==> src/common/cei_pkg.sv <==
// constants for the clock event interrupt mask block
package cei_pkg;

	// register bus geometry
	localparam int CEI_ADR_W = 8;
	localparam int CEI_DAT_W = 32;
	localparam int CEI_SEL_W = 4;
	localparam int CEI_NSRC = 19;

	// register byte addresses
	localparam logic [7:0] CEI_ADR_MASK = 8'h00;
	localparam logic [7:0] CEI_ADR_STATUS = 8'h04;
	localparam logic [7:0] CEI_ADR_PEND = 8'h08;
	localparam logic [7:0] CEI_ADR_QUAL = 8'h0c;

	// source bit positions, shared by mask, status and event vectors
	localparam int CEI_REF1_MT = 0;
	localparam int CEI_REF1_LT = 1;
	localparam int CEI_REF0_ST = 2;
	localparam int CEI_REF0_MT = 3;
	localparam int CEI_REF0_LT = 4;
	localparam int CEI_LB_STATE = 5;
	localparam int CEI_LB_HOLD = 6;
	localparam int CEI_LB_UNLOCK = 7;
	localparam int CEI_RSVD = 8;
	localparam int CEI_LA_STATE = 9;
	localparam int CEI_LA_HOLD = 10;
	localparam int CEI_LA_UNLOCK = 11;
	localparam int CEI_SYS_STATE = 12;
	localparam int CEI_SYS_HOLD = 13;
	localparam int CEI_SYS_UNLOCK = 14;
	localparam int CEI_RF_UNLOCK = 15;
	localparam int CEI_AC_UNLOCK = 16;
	localparam int CEI_AB_UNLOCK = 17;
	localparam int CEI_AA_UNLOCK = 18;

	// field groups and reset values
	localparam logic [18:0] CEI_VALID_BITS = 19'h7feff;
	localparam logic [18:0] CEI_REF0_BITS = 19'h0001c;
	localparam logic [18:0] CEI_REF1_BITS = 19'h00003;
	localparam logic [18:0] CEI_MASK_RST = 19'h00000;
	localparam logic [18:0] CEI_STATUS_RST = 19'h00000;
	localparam logic [31:0] CEI_RD_ZERO = 32'h00000000;
	localparam int CEI_QUAL_W = 2;

endpackage : cei_pkg

==> src/design/cei_irq_mask.sv <==
// interrupt masking and event latching for clock monitor and loop events
//
// Functional notes
// [RULE1] second input mid-term mask set: failure neither interrupts nor disqualifies
// [RULE2] second input long-term mask set: failure neither interrupts nor disqualifies
// [RULE3] first input short-term mask set: failure neither interrupts nor disqualifies
// [RULE4] first input mid-term mask set: failure neither interrupts nor disqualifies
// [RULE5] first input long-term mask set: failure neither interrupts nor disqualifies
// [RULE6] mask zero enables the interrupt, one masks it
// [RULE7] second digital loop state-change interrupt suppressed while its mask is one
// [RULE8] second digital loop holdover interrupt suppressed while its mask is one
// [RULE9] second digital loop unlock interrupt suppressed while its mask is one
// [RULE10] first digital loop state-change interrupt suppressed while its mask is one
// [RULE11] first digital loop holdover interrupt suppressed while its mask is one
// [RULE12] first digital loop unlock interrupt suppressed while its mask is one
// [RULE13] system digital loop state-change interrupt suppressed while its mask is one
// [RULE14] system digital loop holdover interrupt suppressed while its mask is one
// [RULE15] system digital loop unlock interrupt suppressed while its mask is one
// [RULE16] rf synthesizer unlock interrupt suppressed while its mask is one
// [RULE17] third analog loop unlock interrupt suppressed while its mask is one
// [RULE18] second analog loop unlock interrupt suppressed while its mask is one
// [RULE19] first analog loop unlock interrupt suppressed while its mask is one
// [RULE20] software keeps the reserved mask bit at its default zero
// [RULE21] latched status bit clears on write of one, zero leaves it
// [RULE22] every event latches its status flag until software clears it
// [RULE23] interrupt high while any unmasked latched flag is set
//
// Added by the designer: the Wishbone interface to the registers and the register addresses.
`timescale 1ns/1ps

module cei_irq_mask
(
	// clock and reset
	input wire logic i_core_clk,
	input wire logic i_rst_n,
	// wishbone slave
	input wire logic i_wb_cyc,
	input wire logic i_wb_stb,
	input wire logic i_wb_we,
	input wire logic [cei_pkg::CEI_ADR_W-1:0] i_wb_adr,
	input wire logic [cei_pkg::CEI_SEL_W-1:0] i_wb_sel,
	input wire logic [cei_pkg::CEI_DAT_W-1:0] i_wb_dat,
	output logic [cei_pkg::CEI_DAT_W-1:0] o_wb_dat,
	output logic o_wb_ack,
	// event sources, one bit per source
	input wire logic [cei_pkg::CEI_NSRC-1:0] i_src_event,
	// results
	output logic o_irq,
	output logic o_ref0_disq,
	output logic o_ref1_disq
);
	import cei_pkg::*;

	logic ack_ff;
	logic [CEI_DAT_W-1:0] rdat_ff;
	logic [CEI_NSRC-1:0] mask_ff;
	logic [CEI_NSRC-1:0] status_ff;
	logic irq_ff;
	logic ref0_disq_ff;
	logic ref1_disq_ff;

	logic [CEI_DAT_W-1:0] nxt_rdat;
	logic [CEI_NSRC-1:0] nxt_mask;
	logic [CEI_NSRC-1:0] nxt_status;
	logic nxt_irq;
	logic nxt_ref0_disq;
	logic nxt_ref1_disq;

	// byte enables widened to a bit mask
	function automatic logic [CEI_DAT_W-1:0] sel_bits(input logic [CEI_SEL_W-1:0] sel);
		logic [CEI_DAT_W-1:0] res;
		res = CEI_RD_ZERO;
		for (int b = 0; b < CEI_SEL_W; b++)
		begin
			res[b*8 +: 8] = {8{sel[b]}};
		end
		return res;
	endfunction : sel_bits

	wire logic bus_hit;
	wire logic bus_wr;
	wire logic wr_mask;
	wire logic wr_status;
	wire logic [CEI_DAT_W-1:0] wr_bits;
	wire logic [CEI_NSRC-1:0] be_bits;
	wire logic [CEI_NSRC-1:0] clr_bits;
	wire logic [CEI_NSRC-1:0] pend_bits;
	wire logic [CEI_NSRC-1:0] live_fail;

	// one access per ack; second beat of a held request is not retaken
	assign bus_hit = i_wb_cyc & i_wb_stb & ~ack_ff;
	assign bus_wr = bus_hit & i_wb_we;
	assign wr_mask = bus_wr & (i_wb_adr == CEI_ADR_MASK);
	assign wr_status = bus_wr & (i_wb_adr == CEI_ADR_STATUS);
	assign wr_bits = sel_bits(i_wb_sel);
	assign be_bits = wr_bits[CEI_NSRC-1:0];

	// [RULE21] write one clears
	assign clr_bits = wr_status ? (i_wb_dat[CEI_NSRC-1:0] & be_bits) : CEI_STATUS_RST;

	// [RULE6] zero enables, one masks
	assign pend_bits = status_ff & ~mask_ff & CEI_VALID_BITS;
	assign live_fail = i_src_event & ~mask_ff;

	// mask register keeps the reserved bit too; it drives nothing
	assign nxt_mask = wr_mask ? ((mask_ff & ~be_bits) | (i_wb_dat[CEI_NSRC-1:0] & be_bits)) : mask_ff;

	// [RULE22] latch events; set beats a clear in the same cycle
	assign nxt_status = ((status_ff & ~clr_bits) | i_src_event) & CEI_VALID_BITS;

	// [RULE7] [RULE8] [RULE9] [RULE10] [RULE11] [RULE12] [RULE13] masked loop events gated
	// [RULE14] [RULE15] [RULE16] [RULE17] [RULE18] [RULE19] masked holdover and unlock events gated
	// [RULE23] irq follows unmasked latched flags
	assign nxt_irq = |(nxt_status & ~nxt_mask & CEI_VALID_BITS);

	// [RULE4] [RULE5] [RULE3] masked failures do not disqualify first input
	assign nxt_ref0_disq = |(live_fail & CEI_REF0_BITS);

	// [RULE1] [RULE2] masked failures do not disqualify second input
	assign nxt_ref1_disq = |(live_fail & CEI_REF1_BITS);

	// read decode; unmapped addresses answer zero
	always_comb
	begin
		nxt_rdat = CEI_RD_ZERO;
		if (!bus_hit || i_wb_we)
		begin
			nxt_rdat = CEI_RD_ZERO;
		end
		else if (i_wb_adr == CEI_ADR_MASK)
		begin
			nxt_rdat[CEI_NSRC-1:0] = mask_ff;
		end
		else if (i_wb_adr == CEI_ADR_STATUS)
		begin
			nxt_rdat[CEI_NSRC-1:0] = status_ff;
		end
		else if (i_wb_adr == CEI_ADR_PEND)
		begin
			nxt_rdat[CEI_NSRC-1:0] = pend_bits;
		end
		else if (i_wb_adr == CEI_ADR_QUAL)
		begin
			nxt_rdat[CEI_QUAL_W-1:0] = {ref1_disq_ff, ref0_disq_ff};
		end
	end

	always_ff @(posedge i_core_clk)
	begin
		if (!i_rst_n)
		begin
			ack_ff <= 1'b0;
			rdat_ff <= CEI_RD_ZERO;
		end
		else
		begin
			ack_ff <= bus_hit;
			rdat_ff <= nxt_rdat;
		end
	end

	always_ff @(posedge i_core_clk)
	begin
		if (!i_rst_n)
		begin
			mask_ff <= CEI_MASK_RST;
			status_ff <= CEI_STATUS_RST;
		end
		else
		begin
			mask_ff <= nxt_mask;
			status_ff <= nxt_status;
		end
	end

	always_ff @(posedge i_core_clk)
	begin
		if (!i_rst_n)
		begin
			irq_ff <= 1'b0;
			ref0_disq_ff <= 1'b0;
			ref1_disq_ff <= 1'b0;
		end
		else
		begin
			irq_ff <= nxt_irq;
			ref0_disq_ff <= nxt_ref0_disq;
			ref1_disq_ff <= nxt_ref1_disq;
		end
	end

	assign o_wb_ack = ack_ff;
	assign o_wb_dat = rdat_ff;
	assign o_irq = irq_ff;
	assign o_ref0_disq = ref0_disq_ff;
	assign o_ref1_disq = ref1_disq_ff;

	// masked single fault on second input mid-term leaves it qualified
	chk_r1_mt_mask: assert property (@(posedge i_core_clk) disable iff (!i_rst_n) // [RULE1]
		(mask_ff[CEI_REF1_MT] && live_fail[CEI_REF1_LT] == 1'b0)
		|=> !o_ref1_disq)
		else $error("masked mid-term fault disqualified second input");

	chk_r1_lt_mask: assert property (@(posedge i_core_clk) disable iff (!i_rst_n) // [RULE2]
		(mask_ff[CEI_REF1_LT] && live_fail[CEI_REF1_MT] == 1'b0)
		|=> !o_ref1_disq)
		else $error("masked long-term fault disqualified second input");

	chk_r0_st_mask: assert property (@(posedge i_core_clk) disable iff (!i_rst_n) // [RULE3]
		(mask_ff[CEI_REF0_ST] && !live_fail[CEI_REF0_MT] && !live_fail[CEI_REF0_LT])
		|=> !o_ref0_disq)
		else $error("masked short-term fault disqualified first input");

	chk_r0_mt_mask: assert property (@(posedge i_core_clk) disable iff (!i_rst_n) // [RULE4]
		(mask_ff[CEI_REF0_MT] && !live_fail[CEI_REF0_ST] && !live_fail[CEI_REF0_LT])
		|=> !o_ref0_disq)
		else $error("masked mid-term fault disqualified first input");

	chk_r0_lt_mask: assert property (@(posedge i_core_clk) disable iff (!i_rst_n) // [RULE5]
		(mask_ff[CEI_REF0_LT] && !live_fail[CEI_REF0_ST] && !live_fail[CEI_REF0_MT])
		|=> !o_ref0_disq)
		else $error("masked long-term fault disqualified first input");

	chk_unmask_fires: assert property (@(posedge i_core_clk) disable iff (!i_rst_n) // [RULE6]
		((|(i_src_event & ~mask_ff & CEI_VALID_BITS)) && !wr_mask)
		|=> o_irq)
		else $error("unmasked event did not raise interrupt");

	chk_unmask_disq: assert property (@(posedge i_core_clk) disable iff (!i_rst_n) // [RULE6]
		(i_src_event[CEI_REF1_MT] && !mask_ff[CEI_REF1_MT]) |=> o_ref1_disq)
		else $error("unmasked failure did not disqualify second input");

	chk_lb_state: assert property (@(posedge i_core_clk) disable iff (!i_rst_n) // [RULE7]
		(mask_ff[CEI_LB_STATE] && pend_bits == 19'h00000) |-> !o_irq)
		else $error("masked second loop state change interrupted");

	chk_lb_hold: assert property (@(posedge i_core_clk) disable iff (!i_rst_n) // [RULE8]
		(status_ff[CEI_LB_HOLD] && mask_ff[CEI_LB_HOLD] && !(|pend_bits)) |-> !o_irq)
		else $error("masked second loop holdover interrupted");

	chk_lb_unlock: assert property (@(posedge i_core_clk) disable iff (!i_rst_n) // [RULE9]
		(status_ff[CEI_LB_UNLOCK] && mask_ff[CEI_LB_UNLOCK] && !(|pend_bits)) |-> !o_irq)
		else $error("masked second loop unlock interrupted");

	chk_la_state: assert property (@(posedge i_core_clk) disable iff (!i_rst_n) // [RULE10]
		(status_ff[CEI_LA_STATE] && mask_ff[CEI_LA_STATE] && !(|pend_bits)) |-> !o_irq)
		else $error("masked first loop state change interrupted");

	chk_la_hold: assert property (@(posedge i_core_clk) disable iff (!i_rst_n) // [RULE11]
		(status_ff[CEI_LA_HOLD] && mask_ff[CEI_LA_HOLD] && !(|pend_bits)) |-> !o_irq)
		else $error("masked first loop holdover interrupted");

	chk_la_unlock: assert property (@(posedge i_core_clk) disable iff (!i_rst_n) // [RULE12]
		(status_ff[CEI_LA_UNLOCK] && mask_ff[CEI_LA_UNLOCK] && !(|pend_bits)) |-> !o_irq)
		else $error("masked first loop unlock interrupted");

	chk_sys_state: assert property (@(posedge i_core_clk) disable iff (!i_rst_n) // [RULE13]
		(status_ff[CEI_SYS_STATE] && mask_ff[CEI_SYS_STATE] && !(|pend_bits)) |-> !o_irq)
		else $error("masked system loop state change interrupted");

	chk_sys_hold: assert property (@(posedge i_core_clk) disable iff (!i_rst_n) // [RULE14]
		(status_ff[CEI_SYS_HOLD] && mask_ff[CEI_SYS_HOLD] && !(|pend_bits)) |-> !o_irq)
		else $error("masked system loop holdover interrupted");

	chk_sys_unlock: assert property (@(posedge i_core_clk) disable iff (!i_rst_n) // [RULE15]
		(status_ff[CEI_SYS_UNLOCK] && mask_ff[CEI_SYS_UNLOCK] && !(|pend_bits)) |-> !o_irq)
		else $error("masked system loop unlock interrupted");

	chk_rf_unlock: assert property (@(posedge i_core_clk) disable iff (!i_rst_n) // [RULE16]
		(status_ff[CEI_RF_UNLOCK] && mask_ff[CEI_RF_UNLOCK] && !(|pend_bits)) |-> !o_irq)
		else $error("masked rf synthesizer unlock interrupted");

	chk_ac_unlock: assert property (@(posedge i_core_clk) disable iff (!i_rst_n) // [RULE17]
		(status_ff[CEI_AC_UNLOCK] && mask_ff[CEI_AC_UNLOCK] && !(|pend_bits)) |-> !o_irq)
		else $error("masked third analog loop unlock interrupted");

	chk_ab_unlock: assert property (@(posedge i_core_clk) disable iff (!i_rst_n) // [RULE18]
		(status_ff[CEI_AB_UNLOCK] && mask_ff[CEI_AB_UNLOCK] && !(|pend_bits)) |-> !o_irq)
		else $error("masked second analog loop unlock interrupted");

	chk_aa_unlock: assert property (@(posedge i_core_clk) disable iff (!i_rst_n) // [RULE19]
		(status_ff[CEI_AA_UNLOCK] && mask_ff[CEI_AA_UNLOCK] && !(|pend_bits)) |-> !o_irq)
		else $error("masked first analog loop unlock interrupted");

	chk_w1c_clear: assert property (@(posedge i_core_clk) disable iff (!i_rst_n) // [RULE21]
		(wr_status && !(|i_src_event)) |=> ((status_ff & $past(clr_bits)) == 19'h00000))
		else $error("write of one did not clear status");

	chk_w1c_keep: assert property (@(posedge i_core_clk) disable iff (!i_rst_n) // [RULE21]
		wr_status |=> ((status_ff & ~$past(clr_bits)) ==
		(($past(status_ff) | $past(i_src_event)) & ~$past(clr_bits) & CEI_VALID_BITS)))
		else $error("write of zero changed status");

	chk_flag_latch: assert property (@(posedge i_core_clk) disable iff (!i_rst_n) // [RULE22]
		(i_src_event[CEI_RF_UNLOCK] ##1 !wr_status [*2]) |=> status_ff[CEI_RF_UNLOCK])
		else $error("unlock flag not held until cleared");

	chk_irq_level: assert property (@(posedge i_core_clk) disable iff (!i_rst_n) // [RULE23]
		(|pend_bits) == o_irq)
		else $error("interrupt does not match unmasked flags");

	chk_irq_drop: assert property (@(posedge i_core_clk) disable iff (!i_rst_n) // [RULE23]
		(o_irq && wr_status && !(|i_src_event) && ((pend_bits & ~clr_bits) == 19'h00000) && !wr_mask)
		|=> !o_irq)
		else $error("interrupt stayed after last flag cleared");

	// unmasked failures must disqualify their input one cycle later
	chk_r1_mt_live: assert property (@(posedge i_core_clk) disable iff (!i_rst_n) // [RULE1]
		(i_src_event[CEI_REF1_MT] && !mask_ff[CEI_REF1_MT]) |=> o_ref1_disq)
		else $error("unmasked mid-term fault kept second input qualified");

	chk_r1_lt_live: assert property (@(posedge i_core_clk) disable iff (!i_rst_n) // [RULE2]
		(i_src_event[CEI_REF1_LT] && !mask_ff[CEI_REF1_LT]) |=> o_ref1_disq)
		else $error("unmasked long-term fault kept second input qualified");

	chk_r0_st_live: assert property (@(posedge i_core_clk) disable iff (!i_rst_n) // [RULE3]
		(i_src_event[CEI_REF0_ST] && !mask_ff[CEI_REF0_ST]) |=> o_ref0_disq)
		else $error("unmasked short-term fault kept first input qualified");

	chk_r0_mt_live: assert property (@(posedge i_core_clk) disable iff (!i_rst_n) // [RULE4]
		(i_src_event[CEI_REF0_MT] && !mask_ff[CEI_REF0_MT]) |=> o_ref0_disq)
		else $error("unmasked mid-term fault kept first input qualified");

	chk_r0_lt_live: assert property (@(posedge i_core_clk) disable iff (!i_rst_n) // [RULE5]
		(i_src_event[CEI_REF0_LT] && !mask_ff[CEI_REF0_LT]) |=> o_ref0_disq)
		else $error("unmasked long-term fault kept first input qualified");

	// disqualify is a level, not a latch: it must go once failures stop
	chk_disq1_drop: assert property (@(posedge i_core_clk) disable iff (!i_rst_n) // [RULE1]
		(!i_src_event[CEI_REF1_MT] && !i_src_event[CEI_REF1_LT]) |=> !o_ref1_disq)
		else $error("second input stayed disqualified without failure");

	chk_disq0_drop: assert property (@(posedge i_core_clk) disable iff (!i_rst_n) // [RULE4]
		(!i_src_event[CEI_REF0_ST] && !i_src_event[CEI_REF0_MT] && !i_src_event[CEI_REF0_LT])
		|=> !o_ref0_disq)
		else $error("first input stayed disqualified without failure");

	// every real source latches whatever its mask says
	for (genvar k = 0; k < CEI_NSRC; k++)
	begin : g_src
		if (k != CEI_RSVD)
		begin : g_live
			chk_src_latch: assert property (@(posedge i_core_clk) disable iff (!i_rst_n) // [RULE22]
				i_src_event[k] |=> status_ff[k])
				else $error("event did not latch its status flag");
		end
	end

	chk_set_wins: assert property (@(posedge i_core_clk) disable iff (!i_rst_n) // [RULE22]
		(clr_bits[CEI_RF_UNLOCK] && i_src_event[CEI_RF_UNLOCK]) |=> status_ff[CEI_RF_UNLOCK])
		else $error("clear beat a same-cycle unlock event");

	chk_rsvd_quiet: assert property (@(posedge i_core_clk) disable iff (!i_rst_n) // [RULE23]
		!pend_bits[CEI_RSVD] && !status_ff[CEI_RSVD])
		else $error("reserved position took part in interrupts");

	chk_mask_hold: assert property (@(posedge i_core_clk) disable iff (!i_rst_n) // [RULE6]
		!wr_mask |=> (mask_ff == $past(mask_ff)))
		else $error("mask changed without a write");

	chk_mask_write: assert property (@(posedge i_core_clk) disable iff (!i_rst_n) // [RULE6]
		(wr_mask && i_wb_sel == {CEI_SEL_W{1'b1}}) |=> (mask_ff == $past(i_wb_dat[CEI_NSRC-1:0])))
		else $error("full mask write did not land");

	// bus answer: one ack per request, data only while ack stands
	chk_ack_follow: assert property (@(posedge i_core_clk) disable iff (!i_rst_n) // [RULE21]
		(i_wb_cyc && i_wb_stb && !o_wb_ack) |=> o_wb_ack)
		else $error("request not answered in one cycle");

	chk_ack_pulse: assert property (@(posedge i_core_clk) disable iff (!i_rst_n) // [RULE21]
		o_wb_ack |=> !o_wb_ack)
		else $error("ack stood longer than one cycle");

	chk_rdat_idle: assert property (@(posedge i_core_clk) disable iff (!i_rst_n) // [RULE21]
		!o_wb_ack |-> (o_wb_dat == CEI_RD_ZERO))
		else $error("read data shown outside ack");

	chk_status_read: assert property (@(posedge i_core_clk) disable iff (!i_rst_n) // [RULE22]
		(bus_hit && !i_wb_we && i_wb_adr == CEI_ADR_STATUS)
		|=> (o_wb_dat[CEI_NSRC-1:0] == $past(status_ff)))
		else $error("status read returned wrong flags");

	chk_pend_read: assert property (@(posedge i_core_clk) disable iff (!i_rst_n) // [RULE23]
		(bus_hit && !i_wb_we && i_wb_adr == CEI_ADR_PEND)
		|=> (o_wb_dat[CEI_NSRC-1:0] == ($past(status_ff) & ~$past(mask_ff) & CEI_VALID_BITS)))
		else $error("pending read returned wrong flags");

endmodule : cei_irq_mask

==> config.mk <==
export PLATFORM = sky130hd
export DESIGN_NAME = cei_irq_mask
export DESIGN_NICKNAME = d
export VERILOG_FILES = /design/src/common/cei_pkg.sv /design/src/design/cei_irq_mask.sv
export SDC_FILE = /design/constraint.sdc
export NUM_CORES = 1
export LEC_CHECK = 0
export BUFFER_PORTS_ARGS = -buffer_cell sky130_fd_sc_hd__buf_2
export CELL_PAD_IN_SITES_DETAIL_PLACEMENT = 1
export CELL_PAD_IN_SITES_GLOBAL_PLACEMENT = 1
export CORE_ASPECT_RATIO = 0.75
export CORE_MARGIN = 1.5
export CORE_UTILIZATION = 30
export CTS_BUF_LIST = sky130_fd_sc_hd__clkbuf_4
export DETAILED_ROUTE_END_ITERATION = 8
export PLACE_DENSITY = 0.77
export SYNTH_ARGS = -nofsm -noshare
export SYNTH_HDL_FRONTEND = slang
export SYNTH_SLANG_ARGS = --single-unit
==> constraint.sdc <==
create_clock -name i_core_clk -period 5 [get_ports i_core_clk]
set_clock_uncertainty 0.05 [all_clocks]
set_input_delay 0.25 -clock i_core_clk [delete_from_list [all_inputs] [get_ports i_core_clk]]
set_output_delay 0.25 -clock i_core_clk [all_outputs]
set_load 0.005 [all_outputs]
---- Yosys cells after proc, flatten, opt, wreduce, memory -nomap -nowiden ----
Cells that the tools add are included.
word-level totals
  register bits after elaboration ......... 74
  latch bits .............................. 0
  RAM bits ................................ 0
  memory bits (read-only) ................. 0
  input bits .............................. 68
  output and inout bits ................... 36
  memories ................................ 0
cells by class
  add/subtract/negate cells ............... 0
  multipliers ............................. 0
  div/mod/pow operators ................... 0
  $lt $le $gt $ge ......................... 0
  equal/unequal tests ..................... 3
  shift-type cells ........................ 0
  mux-type cells .......................... 7
  bitwise logic cells ..................... 19
  reductions and logical operators ........ 7
operators with widths
  cell                                                                   count
  19-bit AND                                                             5
  19-bit two-way mux                                                     4
  19-bit NOT                                                             4
  19-bit bitwise OR                                                      2
  18-bit OR reduction                                                    1
  17-bit two-way mux                                                     1
  8-bit by 4-bit equality test with 1-bit output, second input constant  2
  8-bit by 3-bit equality test with 1-bit output, second input constant  1
  8-bit zero test                                                        1
  1-bit AND                                                              5
  5-bit AND                                                              1
  2-bit two-way mux                                                      2
  2-bit OR reduction                                                     2
  3-bit OR reduction                                                     1
  1-bit NOT                                                              2
  1-bit zero test                                                        1
  1-bit logical OR                                                       1

---- Logic depth before layout (Yosys ltp) ----
  word-level depth ........................ 10
  depth in mapped cells ................... 9
  mapped depth without buffers ............ 7

---- Least setup slack after synthesis ----
Ideal clock, no wire load.
  path type ............................... input -> register
  start point ............................. input port i_wb_adr[5] (netlist name)
  end point ............................... register irq_ff (netlist: o_irq)
  library setup time ...................... 0.120 ns
  data arrival time ....................... 2.308 ns
  setup slack ............................. 2.522 ns
  stages .................................. 8
  cell sequence ........................... or4_4 buf_6 nor4_4 a31oi_1 nor2b_1 a2111oi_0 nand4_1 o31a_1
between the ends
  cells in the longest elaborated chain, start to end .. 8
  elaborated cells between the ends (all ways) .. 12
RTL lines
  element                                         RTL line             source
  from (decl)                                     cei_irq_mask.sv:40   input wire logic [cei_pkg::CEI_ADR_W-1:0] i_wb_adr,
  8-bit by 3-bit equality test with 1-bit output  cei_irq_mask.sv:94   assign wr_status = bus_wr & (i_wb_adr == CEI_ADR_STATUS);
  1-bit AND                                       cei_irq_mask.sv:94
  19-bit two-way mux                              cei_irq_mask.sv:99   assign clr_bits = wr_status ? (i_wb_dat[CEI_NSRC-1:0] & be_bits) : CEI_STATUS_RST;
  19-bit NOT                                      cei_irq_mask.sv:109  assign nxt_status = ((status_ff & ~clr_bits) | i_src_event) & CEI_VALID_BITS;
  19-bit AND                                      cei_irq_mask.sv:109
  19-bit bitwise OR                               cei_irq_mask.sv:109
  19-bit AND *                                    cei_irq_mask.sv:114  assign nxt_irq = |(nxt_status & ~nxt_mask & CEI_VALID_BITS);
  18-bit OR reduction *                           cei_irq_mask.sv:114
  to (signal assigned)                            cei_irq_mask.sv:186  irq_ff <= nxt_irq;
  to (decl)                                       cei_irq_mask.sv:58   logic irq_ff;
Mark *: on every way between the ends. The rest lies on a longest branch, timed or not.
A chain may end at the register's enable or synchronous reset.

---- Worst setup path after layout ----
  start point ............................. register ack_ff (netlist: o_wb_ack)
  end point ............................... register irq_ff (netlist: o_irq)
between the ends
  cells in the longest elaborated chain, start to end .. 10
  elaborated cells between the ends (all ways) .. 13
RTL lines
  element                 RTL line             source
  from (decl)             cei_irq_mask.sv:54   logic ack_ff;
  from (signal assigned)  cei_irq_mask.sv:157  ack_ff <= bus_hit;
  1-bit NOT *             cei_irq_mask.sv:91   assign bus_hit = i_wb_cyc & i_wb_stb & ~ack_ff;
  1-bit AND *             cei_irq_mask.sv:91
  1-bit AND *             cei_irq_mask.sv:92   assign bus_wr = bus_hit & i_wb_we;
  1-bit AND               cei_irq_mask.sv:94
  19-bit two-way mux      cei_irq_mask.sv:99
  19-bit NOT              cei_irq_mask.sv:109
  19-bit AND              cei_irq_mask.sv:109
  19-bit bitwise OR       cei_irq_mask.sv:109
  19-bit AND *            cei_irq_mask.sv:114
  18-bit OR reduction *   cei_irq_mask.sv:114
Marked as above.

==> results_dict.tcl <==
set metrics [dict create \
    synth_seq_area_share_pct 38.52 \
    std_cell_rows 32 \
    synth_warnings 0 \
    root_buffer "clkbuf_4" \
    r2r_slack_ns 1.92 \
    clk_latency_ns 0.42 \
    avgSynthCellArea_um2 7.642 \
    ant_nets 0 \
    layout_common_cells "75 x buf_2, 65 x a21oi_1, 60 x dfxtp_1" \
    fillers 1298 \
    critPathKind "register to register" \
    placed_cell_area_um2 3535 \
    drt-pass1-iter-count 4 \
    tightest_slew_ns 0.8628 \
    wire_per_inst_um 16.34 \
    setup_viol 0 \
    io_pins 104 \
    finalWirelength_mm 10.06 \
    core_um2 10210 \
    grt_max_degree 50 \
    vias 3218 \
    fin_crit_ns 3.075 \
    power.leakage_uw 0.001412 \
    numCtsBuffers 9 \
    met2_usage_pct 31.01 \
    relSlewSlack_pct 42.22 \
    critical_path_arrival_ns 3.35 \
    cts_htree_levels 3 \
    vias_per_cell 5.224 \
    grt-ovfl-total 0 \
    grt_pass1_vias 3276 \
    die_area_um2 11020 \
    worst-path-max-fanout 10 \
    die_h_um 91.29 \
    start_util_pct 30.54 \
    grt_antenna_before_repair 0 \
    rr_startpoint "o_wb_ack" \
    ys_seq_elements 60 \
    drc 0 \
    maxCapViolCount 0 \
    syn_inst 408 \
    final_common_cell "buf_2" \
    slew_violations 0 \
    async_flop_share_pct 0 \
    cp-end-kind "register" \
    syn_to_final_growth_pct 17.82 \
    synth_flop_cell "dfxtp_1" \
    rsz0062_at_grt "no" \
    grtUsageMet3_pct 4.648 \
    outcome "finished clean" \
    cts_buffer_depth 2 \
    grt_busiest_layer "met2" \
    max_freq_mhz 325.2 \
    cts_sinks 60 \
    grt_pass1_wl_mm 16.20 \
    final_cell_area_um2 3674 \
    grt_use_met1_pct 24.62 \
    worstRegToRegCells 7 \
    power_density_nw_per_um2 242.9 \
    vdd_ir_drop_max_v 0.0001156 \
    port_buffers 75 \
    die_x_um 120.7 \
    power.total_uw 892.2 \
    drtIter0Drc 123 \
    hpwl_mm 7.120 \
    worstHoldPathType "input port to register" \
    worstHoldStart "i_wb_dat[8]" \
    drive_gt1_share_pct 20.63 \
    multi_input_area_um2 1739 \
    worst_r2r_endpoint "o_irq" \
    startpoint_type "register" \
    hold_viol 0 \
    cts_tree "done" \
    grt_usage_pct 18.98 \
    tns_ns 0 \
    n_antenna_cell 0 \
    gp_congestion 0.8080 \
    crit_required_ns 5.27 \
    synthDistinctLibCells 48 \
    regArea_um2 1201 \
    syn-cell-area_um2 3118 \
    synth_edf_count 0 \
    cts.clk_slew.worst_paths_ns 0.10 \
    hold_depth 3 \
    nets 545 \
    fin_crit_sh_pct 61.50 \
]
## worst max-delay path by stage
| stage | startpoint | slack, ns | endpoint |
|---|---|---|---|
| floorplan | i_wb_adr[5] | 2.52 | o_irq |
| global placement | i_wb_adr[2] | 1.89 | o_irq |
| detailed placement | i_wb_adr[2] | 1.87 | o_irq |
| CTS | o_wb_ack | 2.06 | o_irq |
| global route | o_wb_ack | 1.68 | o_irq |
| finish | o_wb_ack | 1.92 | o_irq |
## metal layers
layer  routed length, um  part of all wire, %  vias to the layer above
li1                    -                    -                     1541
met2                4677                   46                       77
met4                 115                  1.1                        0
met1                4715                   47                     1590
met3                 555                  5.5                       10
met5                   0                    0                        -
## cell usage after synthesis (4+ instances only)
cell type | instances | area [um2]
buf_4 | 13 | 97.59
a31oi_1 | 7 | 43.79
dfxtp_1 | 60 | 1201
nand3b_1 | 14 | 105.1
nand3_1 | 9 | 45.04
mux2i_1 | 5 | 50.05
nor2_1 | 54 | 202.7
inv_1 | 8 | 30.03
nand2b_1 | 19 | 118.9
a21boi_0 | 7 | 52.55
clkbuf_1 | 19 | 71.32
nand2_1 | 58 | 217.7
o21a_1 | 6 | 45.04
a21oi_1 | 65 | 325.3
nor2b_1 | 4 | 25.02
## sequential cells by signal, summed over array words and instances (netlist names), named ones only
signal	count
o_wb_ack	1
status_ff	18
o_irq	1
o_ref0_disq	1
mask_ff	18
o_wb_dat	19
o_ref1_disq	1
## cell type report
type	instances	area share (%)
Clock buffer	9	1.839
Clock inverter	5	0.5790
Inverter	9	0.9196
Multi-Input combinational cell	315	47.34
Sequential cell	60	32.70
Tap cell	136	4.632
Timing Repair Buffer	82	11.99
## repair_timing
action,4_1_cts,5_1_grt
endpoints found under the hold margin,5,0
hold buffers,5,0
buffers inserted,0,0
gates resized for setup,0,0
## worst max-delay path: stages (launching register included)
cell	delay (ns)
dfxtp_1	0.32
nand3b_1	0.49
or3_1	0.57
a2111oi_0	0.41
a21oi_1	0.22
nor4_1	0.46
o2111ai_1	0.18
o31a_1	0.27
## cell families after synthesis
logic type	share of synthesized area, %
buffers and inverters	7.223
other	0.1203
and+or+nand+nor	30.94
muxes	1.966
AOI/OAI and AO/OA	21.23
DFF	38.52
## where the power goes
| part | total, uW | leakage, uW | internal, uW | switching (uW) |
|---|---|---|---|---|
| logic | 123 | 0.000868 | 49.4 | 73.4 |
| registers | 502 | 0.000490 | 490 | 11.6 |
| clock network | 268 | 0.0000539 | 90.1 | 178 |
## per-stage QoR
step	utilization, %	hold WS, ns	setup slack [ns]	instances
2_1_floorplan	-	0.3174	2.522	420
3_3_place_gp	34.62	0.3731	1.890	597
3_5_place_dp	34.62	0.3819	1.869	597
4_1_cts	35.98	0.003981	2.063	616
5_1_grt	35.98	0.001127	1.681	616
6_report	35.98	0.02916	1.925	616
Note: power is estimated with default switching activity, not from simulation.
